**src/core/hhd_pkg.sv**
```systemverilog
package hhd_pkg;

  // Two serial channels, A is index 0 and B is index 1.
  localparam int unsigned HHD_NCH = 2;
  localparam int unsigned HHD_ADR_W = 7;
  localparam int unsigned HHD_DAT_W = 8;

  // Register offsets on the seven-bit register address.
  localparam logic [6:0] HHD_ADR_DATA_A = 7'h00;
  localparam logic [6:0] HHD_ADR_DATA_B = 7'h01;
  localparam logic [6:0] HHD_ADR_PRIMARY_IRQ_STATUS = 7'h20;
  localparam logic [6:0] HHD_ADR_EXTENDED_IRQ_STATUS = 7'h21;
  localparam logic [6:0] HHD_ADR_CLOCK_MODE = 7'h22;
  localparam logic [6:0] HHD_ADR_TX_BYTE_COUNT_HIGH_REG = 7'h23;
  localparam logic [6:0] HHD_ADR_VERSION_STATUS_REG = 7'h24;

  // Clock mode register: mode A in bits 2..0, mode B in bits 5..3.
  localparam int unsigned HHD_CM_W = 3;
  localparam int unsigned HHD_CM_LSB_A = 0;
  localparam int unsigned HHD_CM_LSB_B = 3;
  localparam logic [7:0] HHD_CLOCK_MODE_RST = 8'h00;

  // Control register: auto start per channel, block size code per channel.
  localparam int unsigned HHD_CTL_AUTO_LSB = 0;
  localparam int unsigned HHD_CTL_BSZ_LSB = 2;
  localparam logic [7:0] HHD_CTL_RST = 8'h00;

  // Status register layouts per channel nibble.
  localparam int unsigned HHD_PIRQ_CAUSES = 3;
  localparam int unsigned HHD_PIRQ_EXT_BIT = 3;
  localparam int unsigned HHD_EIRQ_CAUSES = 3;
  localparam int unsigned HHD_EIRQ_ALT_BIT = 3;
  localparam int unsigned HHD_NIB = 4;

  // Version status: alt levels in bits 1..0, line level in bit 2, version in 7..4.
  localparam int unsigned HHD_VS_LINE_BIT = 2;
  localparam logic [3:0] HHD_VERSION = 4'h1; // Arbitrary value.

  // Block sizes: code 0..3 gives 32, 16, 8 or 4 bytes.
  localparam logic [5:0] HHD_BLOCK_MAX = 6'h20;

  // Clock modes with a special alternative clock role.
  localparam logic [2:0] HHD_CM_RX_STROBE = 3'h1;
  localparam logic [2:0] HHD_CM_FRAME_SYNC = 3'h5;
  localparam logic [2:0] HHD_CM_XTAL_4 = 3'h4;
  localparam logic [2:0] HHD_CM_XTAL_6 = 3'h6;
  localparam logic [2:0] HHD_CM_XTAL_7 = 3'h7;

  typedef enum logic [1:0] {
    HHD_ROLE_CD,
    HHD_ROLE_STROBE,
    HHD_ROLE_FSYNC,
    HHD_ROLE_XTAL
  } hhd_role_t;

  // Decoded functions of one alternative clock input.
  typedef struct packed {
    logic carrier_detect;
    logic rx_enable;
    logic rx_strobe;
    logic frame_sync;
    logic xtal;
  } hhd_alt_fn_t;

endpackage

```
**src/core/hhd_alt_sel.sv**
```systemverilog
`timescale 1ns/100ps
module hhd_alt_sel #(
  parameter bit IS_CHAN_A = 1'b1
) (
  // Channel setting.
  input wire logic [2:0] mode_i,
  input wire logic auto_start_i,
  // Sampled pin level.
  input wire logic level_i,
  // Decoded function.
  output hhd_pkg::hhd_role_t role_o,
  output hhd_pkg::hhd_alt_fn_t fn_o
);
  import hhd_pkg::*;

  // Exactly one role is chosen from the clock mode.
  always_comb begin
    unique case (mode_i)
      HHD_CM_RX_STROBE: role_o = HHD_ROLE_STROBE;
      HHD_CM_FRAME_SYNC: role_o = HHD_ROLE_FSYNC;
      HHD_CM_XTAL_4, HHD_CM_XTAL_6, HHD_CM_XTAL_7: begin
        // Only channel A's pin forms the crystal connection.
        role_o = IS_CHAN_A ? HHD_ROLE_XTAL : HHD_ROLE_CD;
      end
      default: role_o = HHD_ROLE_CD;
    endcase
  end

  // Functions not selected see a fixed inactive value, the pin is ignored there.
  always_comb begin
    fn_o.carrier_detect = (role_o == HHD_ROLE_CD) & level_i;
    fn_o.rx_strobe = (role_o == HHD_ROLE_STROBE) & level_i;
    fn_o.frame_sync = (role_o == HHD_ROLE_FSYNC) & level_i;
    fn_o.xtal = (role_o == HHD_ROLE_XTAL);
    // Without auto start the receiver is enabled by software alone.
    fn_o.rx_enable = ~auto_start_i | ((role_o == HHD_ROLE_CD) & level_i);
  end

endmodule

```
**src/core/hhd_top.sv**
```systemverilog
`timescale 1ns/100ps
module hhd_top (
  // Clock, reset and enable.
  input wire logic clock_i,
  input wire logic reset_n_i,
  input wire logic ce_i,
  // Register port.
  input wire logic [6:0] addr_i,
  input wire logic [7:0] wdata_i,
  input wire logic wr_i,
  input wire logic rd_i,
  output logic [7:0] rdata_o,
  // DMA acknowledges and requests.
  input wire logic dma_ack_chan_a_n_i,
  input wire logic dma_ack_chan_b_n_i,
  output logic [1:0] rx_dma_request_o,
  output logic [1:0] tx_dma_request_o,
  // Open-drain interrupt pin.
  input wire logic irq_n_in_i,
  output logic irq_n_out_o,
  output logic irq_n_oe_o,
  // Alternative clock pins.
  input wire logic [1:0] alt_clock_input_i,
  output hhd_pkg::hhd_alt_fn_t [1:0] alt_fn_o,
  // Engine side: receive queue heads and pops.
  input wire logic [1:0][7:0] rx_data_i,
  input wire logic [1:0] rx_need_i,
  output logic [1:0] rx_pop_o,
  // Engine side: transmit queue loads.
  input wire logic [1:0] tx_need_i,
  output logic [1:0][7:0] tx_data_o,
  output logic [1:0] tx_push_o,
  // Engine side: interrupt events and settings.
  input wire logic [1:0][2:0] irq_evt_i,
  input wire logic [1:0][2:0] ext_evt_i,
  output logic [7:0] clock_mode_o
);
  import hhd_pkg::*;

  logic [7:0] clock_mode_r;
  logic [7:0] ctl_r;
  logic [7:0] rdata_r;
  logic irq_oe_r;
  logic line_r;
  logic [1:0] ack_n;
  logic dma_act;
  logic dma_ch;
  logic reg_rd;
  logic reg_wr;
  logic pirq_rd;
  logic eirq_rd;
  logic [1:0] pop_now;
  logic [1:0] push_now;
  logic [2:0] cause_r [HHD_NCH];
  logic [3:0] ext_r [HHD_NCH];
  logic rx_req_r [HHD_NCH];
  logic rx_hold_r [HHD_NCH];
  logic [5:0] rx_cnt_r [HHD_NCH];
  logic tx_req_r [HHD_NCH];
  logic alt_lvl_r [HHD_NCH];
  logic alt_prev_r [HHD_NCH];
  hhd_alt_fn_t alt_fn_r [HHD_NCH];
  logic rx_pop_r [HHD_NCH];
  logic tx_push_r [HHD_NCH];
  logic [7:0] tx_data_r [HHD_NCH];
  logic [1:0] pend;
  logic [7:0] pirq_view;
  logic [7:0] eirq_view;
  logic [7:0] vstat_view;

  // Acknowledge decode: channel A wins if both are low.
  assign ack_n = {dma_ack_chan_b_n_i, dma_ack_chan_a_n_i};
  assign dma_act = ~ack_n[0] | ~ack_n[1];
  assign dma_ch = ack_n[0];

  // Register accesses only when no acknowledge is active.
  assign reg_rd = rd_i & ~dma_act;
  assign reg_wr = wr_i & ~dma_act;
  assign pirq_rd = reg_rd & (addr_i == HHD_ADR_PRIMARY_IRQ_STATUS);
  assign eirq_rd = reg_rd & (addr_i == HHD_ADR_EXTENDED_IRQ_STATUS);

  // Status views assembled from the sticky bits.
  always_comb begin
    pirq_view = 8'h00;
    eirq_view = 8'h00;
    for (int c = 0; c < HHD_NCH; c++) begin
      pirq_view[c*HHD_NIB +: HHD_PIRQ_CAUSES] = cause_r[c];
      pirq_view[c*HHD_NIB + HHD_PIRQ_EXT_BIT] = |ext_r[c];
      eirq_view[c*HHD_NIB +: HHD_NIB] = ext_r[c];
    end
  end

  // Version status shows pin levels; a crystal pin reads as zero.
  always_comb begin
    vstat_view = {HHD_VERSION, 4'h0};
    for (int c = 0; c < HHD_NCH; c++) begin
      vstat_view[c] = alt_lvl_r[c] & ~alt_fn_r[c].xtal;
    end
    vstat_view[HHD_VS_LINE_BIT] = line_r;
  end

  // Pending interrupt per channel.
  always_comb begin
    for (int c = 0; c < HHD_NCH; c++) begin
      pend[c] = (|cause_r[c]) | (|ext_r[c]);
    end
  end

  // Software settings: clock modes and the control register.
  always_ff @(posedge clock_i or negedge reset_n_i) begin
    if (!reset_n_i) begin
      clock_mode_r <= HHD_CLOCK_MODE_RST;
      ctl_r <= HHD_CTL_RST;
    end else if (ce_i) begin
      if (reg_wr && addr_i == HHD_ADR_CLOCK_MODE) begin
        clock_mode_r <= wdata_i;
      end
      if (reg_wr && addr_i == HHD_ADR_TX_BYTE_COUNT_HIGH_REG) begin
        ctl_r <= wdata_i;
      end
    end
  end

  // Read data stands one cycle after the read strobe, zero otherwise.
  always_ff @(posedge clock_i or negedge reset_n_i) begin
    if (!reset_n_i) begin
      rdata_r <= 8'h00;
    end else if (ce_i) begin
      rdata_r <= 8'h00;
      if (rd_i && dma_act) begin
        // Implicit queue select; an unrequested read returns zero.
        if (rx_req_r[dma_ch]) begin
          rdata_r <= rx_data_i[dma_ch];
        end
      end else if (rd_i) begin
        unique case (addr_i)
          HHD_ADR_DATA_A: rdata_r <= rx_data_i[0];
          HHD_ADR_DATA_B: rdata_r <= rx_data_i[1];
          HHD_ADR_PRIMARY_IRQ_STATUS: rdata_r <= pirq_view;
          HHD_ADR_EXTENDED_IRQ_STATUS: rdata_r <= eirq_view;
          HHD_ADR_CLOCK_MODE: rdata_r <= clock_mode_r;
          HHD_ADR_TX_BYTE_COUNT_HIGH_REG: rdata_r <= ctl_r;
          HHD_ADR_VERSION_STATUS_REG: rdata_r <= vstat_view;
          default: rdata_r <= 8'h00;
        endcase
      end
    end
  end

  // Interrupt pin: enable pulls the shared line low, it never drives high.
  always_ff @(posedge clock_i or negedge reset_n_i) begin
    if (!reset_n_i) begin
      irq_oe_r <= 1'b0;
      line_r <= 1'b1;
    end else if (ce_i) begin
      irq_oe_r <= |pend;
      line_r <= irq_n_in_i;
    end
  end

  // Per-channel logic.
  for (genvar c = 0; c < HHD_NCH; c++) begin : g_ch
    logic [5:0] blk_size;
    logic [2:0] mode;
    hhd_role_t role;
    hhd_alt_fn_t fn;
    logic data_adr;

    assign mode = clock_mode_r[(c == 0 ? HHD_CM_LSB_A : HHD_CM_LSB_B) +: HHD_CM_W];
    assign blk_size = HHD_BLOCK_MAX >> ctl_r[HHD_CTL_BSZ_LSB + 2*c +: 2];
    assign data_adr = (addr_i == (c == 0 ? HHD_ADR_DATA_A : HHD_ADR_DATA_B));

    // Queue accesses by acknowledge, or by address when no acknowledge is active.
    assign pop_now[c] = (rd_i & dma_act & (dma_ch == c) & rx_req_r[c]) | (reg_rd & data_adr);
    assign push_now[c] = (wr_i & dma_act & (dma_ch == c) & tx_req_r[c]) | (reg_wr & data_adr);

    hhd_alt_sel #(
      .IS_CHAN_A(c == 0)
    ) u_alt_sel (
      .mode_i(mode),
      .auto_start_i(ctl_r[HHD_CTL_AUTO_LSB + c]),
      .level_i(alt_lvl_r[c]),
      .role_o(role),
      .fn_o(fn)
    );

    // Receive request stays up for a whole block and drops after the last read.
    always_ff @(posedge clock_i or negedge reset_n_i) begin
      if (!reset_n_i) begin
        rx_req_r[c] <= 1'b0;
        rx_hold_r[c] <= 1'b0;
        rx_cnt_r[c] <= 6'h00;
      end else if (ce_i) begin
        if (rx_req_r[c]) begin
          if (pop_now[c] && dma_act) begin
            if (rx_cnt_r[c] + 6'h01 == blk_size) begin
              rx_req_r[c] <= 1'b0;
              rx_cnt_r[c] <= 6'h00;
              rx_hold_r[c] <= 1'b1;
            end else begin
              rx_cnt_r[c] <= rx_cnt_r[c] + 6'h01;
            end
          end
        end else if (rx_hold_r[c]) begin
          // One idle cycle lets the engine update its need after the last pop.
          rx_hold_r[c] <= 1'b0;
        end else if (rx_need_i[c]) begin
          rx_req_r[c] <= 1'b1;
        end
      end
    end

    // Transmit request follows the queue's need, dropped in a loading cycle.
    always_ff @(posedge clock_i or negedge reset_n_i) begin
      if (!reset_n_i) begin
        tx_req_r[c] <= 1'b0;
      end else if (ce_i) begin
        tx_req_r[c] <= tx_need_i[c] & ~push_now[c];
      end
    end

    // Queue strobes and transmit data toward the engine.
    always_ff @(posedge clock_i or negedge reset_n_i) begin
      if (!reset_n_i) begin
        rx_pop_r[c] <= 1'b0;
        tx_push_r[c] <= 1'b0;
        tx_data_r[c] <= 8'h00;
      end else if (ce_i) begin
        rx_pop_r[c] <= pop_now[c];
        tx_push_r[c] <= push_now[c];
        if (push_now[c]) begin
          tx_data_r[c] <= wdata_i;
        end
      end
    end

    // Alternative clock pin sampling and decoded functions.
    always_ff @(posedge clock_i or negedge reset_n_i) begin
      if (!reset_n_i) begin
        alt_lvl_r[c] <= 1'b0;
        alt_prev_r[c] <= 1'b0;
        alt_fn_r[c] <= '0;
      end else if (ce_i) begin
        alt_lvl_r[c] <= alt_clock_input_i[c];
        alt_prev_r[c] <= alt_lvl_r[c];
        alt_fn_r[c] <= fn;
      end
    end

    // Sticky primary causes; a new event wins over the read that clears.
    always_ff @(posedge clock_i or negedge reset_n_i) begin
      if (!reset_n_i) begin
        cause_r[c] <= 3'h0;
      end else if (ce_i) begin
        cause_r[c] <= (pirq_rd ? 3'h0 : cause_r[c]) | irq_evt_i[c];
      end
    end

    // Sticky extended causes, including a carrier detect change.
    always_ff @(posedge clock_i or negedge reset_n_i) begin
      if (!reset_n_i) begin
        ext_r[c] <= 4'h0;
      end else if (ce_i) begin
        ext_r[c] <= (eirq_rd ? 4'h0 : ext_r[c])
                  | {(role == HHD_ROLE_CD) & (alt_lvl_r[c] ^ alt_prev_r[c]), ext_evt_i[c]};
      end
    end

    assign rx_dma_request_o[c] = rx_req_r[c];
    assign tx_dma_request_o[c] = tx_req_r[c];
    assign rx_pop_o[c] = rx_pop_r[c];
    assign tx_push_o[c] = tx_push_r[c];
    assign tx_data_o[c] = tx_data_r[c];
    assign alt_fn_o[c] = alt_fn_r[c];
  end

  // Output drivers; the interrupt pin's data is a constant low level.
  assign rdata_o = rdata_r;
  assign irq_n_out_o = 1'b0;
  assign irq_n_oe_o = irq_oe_r;
  assign clock_mode_o = clock_mode_r;

endmodule

```
**config.mk**
```make
export PLATFORM = sky130hd
export DESIGN_NAME = hhd_top
export DESIGN_NICKNAME = d
export VERILOG_FILES = /design/src/core/hhd_pkg.sv /design/src/core/hhd_alt_sel.sv /design/src/core/hhd_top.sv
export SDC_FILE = /design/constraint.sdc
export NUM_CORES = 1
export LEC_CHECK = 0
export BUFFER_PORTS_ARGS = -buffer_cell sky130_fd_sc_hd__buf_2
export CAP_MARGIN = 20
export CORE_ASPECT_RATIO = 1.25
export CORE_MARGIN = 2
export CORE_UTILIZATION = 45
export DETAILED_ROUTE_END_ITERATION = 10
export GPL_TIMING_DRIVEN = 0
export PLACE_DENSITY = 0.78
export SLEW_MARGIN = 10
export SYNTH_ARGS = -nofsm -noshare
export SYNTH_HDL_FRONTEND = slang
export SYNTH_SLANG_ARGS = --single-unit
export TNS_END_PERCENT = 10
```
**constraint.sdc**
```tcl
create_clock -name clock_i -period 2.04 [get_ports clock_i]
set_input_delay 0.408 -clock clock_i [delete_from_list [all_inputs] [get_ports clock_i]]
set_output_delay 0.408 -clock clock_i [all_outputs]
set_load 0.02 [all_outputs]
```
==> flow_metrics.py <==
metrics = {
    "clocking": {
        "numCtsBuffers": 9,
        "cts_max_level": 3,
        "clk-insertion-delay-late_ns": 0.34,
        "cts_tree": "built",
        "clock_path_buffers": 2,
        "cts_setup_buffers": 0,
        "cts.reportedPaths.clkPinSlew_ns": 0.06,
        "cts_sinks": 92,
        "ctsRootBufferMaster": "clkbuf_16",
        "holdBufCountCts": 0,
    },
    "grt": {
        "antenna_found_initial": 0,
        "grt_pass1_wl_um": 20400,
        "grt_max_degree": 48,
        "overflow": 0,
        "grt_pass1_vias": 4012,
        "track_usage": 0.233,
    },
    "detailed_routing": {
        "finalWirelength_um": 12700,
        "wl_per_cell_um": 18.6,
        "avgViaCountPerCell": 5.76,
        "drtPass1Iterations": 5,
        "drc_errors": 0,
        "ant_nets": 0,
        "via_count": 3937,
        "drtIter0Drc": 253,
    },
    "power": {
        "comb_power_share": 0.220,
        "intPower_mw": 3.32,
        "finalPower_mw": 4.83,
        "clock_power_share": 0.325,
        "ir_drop_mv": 0.538,
        "leakage_nw": 2.72,
        "p_sw_frac": 0.312,
        "p_per_area_nw_per_um2": 842,
        "switchingPower_mw": 1.51,
        "p_seq_frac": 0.455,
    },
    "floorplanning": {
        "chipHeight_um": 119,
        "core.rowCount": 41,
        "die-area_sq_um": 11300,
        "io-pin-count": 109,
        "die_w_um": 95.6,
        "core-area_sq_um": 10200,
        "start_util": 0.465,
    },
    "timing": {
        "period_minus_slack_ns": 1.92,
        "skew_ns": 0.00707,
        "worstMarginPinSlew_ns": 0.623,
        "report.final.slew_viol_count": 0,
        "setup_viol": 0,
        "fmax_mhz": 521,
        "finalHoldViolCount": 0,
        "slew_headroom": 0.585,
        "finalCritPeriodShare": 0.941,
    },
    "synthesis": {
        "synthTopCellsByArea": "dfrtp_1 (48%), mux2_1 (5.7%), mux2i_1 (4.2%)",
        "synth_ff_type": "dfrtp_1",
        "synth_area_leader_cell": "dfrtp_1",
        "synth_commonest_cells": "dfrtp_1 (91), nand2_1 (36), nor2_1 (32)",
        "synth_edf_count": 0,
        "netlist_instances": 433,
        "synth_fp_nets": 492,
        "async_reset_ff_frac": 1.00,
        "yosys_warnings": 0,
        "netlist_area_sq_um": 4720,
        "synth_seq_cells": 92,
        "ys_types": 70,
        "ys_seq_area_frac": 0.488,
        "netlist.area_leader.share": 0.482,
        "avgSynthCellArea_sq_um": 10.9,
        "yosysMostFrequentCell": "dfrtp_1",
    },
    "worst_hold_path": {
        "hp-class": "input pin to async pin",
    },
    "layout": {
        "final_core_util": 0.565,
        "stdcell_count": 683,
        "area_delta_synth_final_pct": 21.5,
        "diodes": 0,
        "final_nets": 608,
        "drive_gt1_frac": 0.319,
    },
    "place": {
        "globalplace.congestion": 0.971,
        "io_buffers": 104,
        "dp.cells": 667,
        "post-dp-hpwl_um": 9620,
    },
    "worst_setup_path": {
        "cp_max_fo": 10,
        "critPathKind": "input pin to register",
        "ff2ff_path_depth": 7,
        "worstPathRequired_ns": 2.26,
        "arrival_ns": 2.14,
        "worstSetupStartpointType": "input pin",
        "worst-r2r-setup-slack_ns": 0.12,
        "critPathCaptureType": "register",
        "r2r_start": "rx_cnt_r[6]",
        "r2r-end": "rx_cnt_r[10]",
    },
    "status": {
        "status": "completed",
    },
    "run": {
        "cap_violations": 0,
    },
}
-- sequential cells by signal, indices dropped and copies added (netlist names) --
register,flops
clock_mode_o,8
rx_dma_request_o,2
rx_pop_o,2
line_r,1
eirq_view,8
alt_fn_o,10
alt_lvl_r,2
tx_data_o,16
alt_prev_r,2
rdata_o,8
rx_hold_r,2
tx_push_o,2
rx_cnt_r,12
ctl_r,8
tx_dma_request_o,2
irq_n_oe_o,1
cause_r,6
-- layer usage --
layer | vias to the layer above | track usage | wire length [um]
met4 | 0 | 0.0786 | 216
met2 | 151 | 0.382 | 6380
li1 | 1838 | - | -
met1 | 1933 | 0.306 | 5270
met3 | 15 | 0.0427 | 813
met5 | - | 0 | 0
-- logic make-up (layout without fill, tap and decap cells) --
logic type	Yosys count	after routing	share of synthesized area
simple gates	134	134	0.159
mux	62	62	0.145
flops	92	92	0.488
compound gates	96	96	0.149
other cells	1	1	0.000794
fa+ha+maj	2	2	0.00530
xor+xnor	10	10	0.0201
buf+inv	36	157	0.0336
-- metrics by stage --
step                TNS [ns]  area (sq um)  hold slack, ns  setup slack, ns
finish                     0          5740          0.0697            0.121
global route        -0.00377          5740           0.122         -0.00377
CTS                        0          5720          0.0951           0.0368
detailed placement     -3.84          5440           0.463           -0.255
global placement      -24.97          5410           0.464           -0.244
floorplan                  0          4720           0.112            0.232
-- layout make-up --
cell class / count / area [sq um]
plain buffers: 19 / 95.1
clock buffers: 11 / 243
clock inverters: 5 / 36.3
fillers: 884 / 4420
inverters: 17 / 63.8
multi-input cells: 305 / 2280
flip-flops and latches: 92 / 2310
well taps: 129 / 161
repair buffers: 105 / 551
-- worst max-delay path: stages --
cell and delay [ns]:
buf_2 0.11, clkbuf_1 0.23, nor3_1 0.36, nand4_1 0.23, a21oi_4 0.42, mux2_2 0.38
-- cell usage in the layout (no fill, tap or decap), types with 10 or more instances in the layout --
cell type	count
a21oi_1	14
a22o_1	13
buf_2	107
dfrtp_1	89
inv_1	15
mux2_1	24
mux2_2	17
mux2i_1	20
nand2_1	36
nand3_1	10
nor2_1	32
nor3_1	10
o21ai_0	20
o221ai_1	10
-- worst max path at each step --
stage / from / to / slack [ns] / cells past startpoint
after floorplan: addr_i[5] / tx_data_o[0] / 0.23 / 5
after global placement: reset_n_i / rx_cnt_r[1] / -0.24 / 1
after detailed placement: addr_i[2] / tx_data_o[7] / -0.26 / 6
after CTS: rx_cnt_r[6] / rx_cnt_r[10] / 0.04 / 7
after global routing: rx_cnt_r[1] / rx_cnt_r[3] / -0.004 / 7
final: addr_i[2] / tx_data_o[5] / 0.12 / 6
-- timing repair --
action | CTS | global route
endpoints found under the setup margin | 4 | 10
gates resized for setup | 1 | 6
pin swaps | 0 | 4
hold endpoints to repair | 0 | 0
-- power by group through the flow --
stage / registers (mW) / logic [mW] / clock network [mW]
6_report: 2.20 / 1.06 / 1.57
5_1_grt: 2.23 / 1.17 / 1.66
4_1_cts: 2.19 / 1.06 / 1.61
3_5_place_dp: 2.22 / 1.05 / 0
3_3_place_gp: 2.21 / 1.01 / 0
2_1_floorplan: 2.34 / 0.538 / 0
No activity file was read; power rests on OpenSTA's default activity.
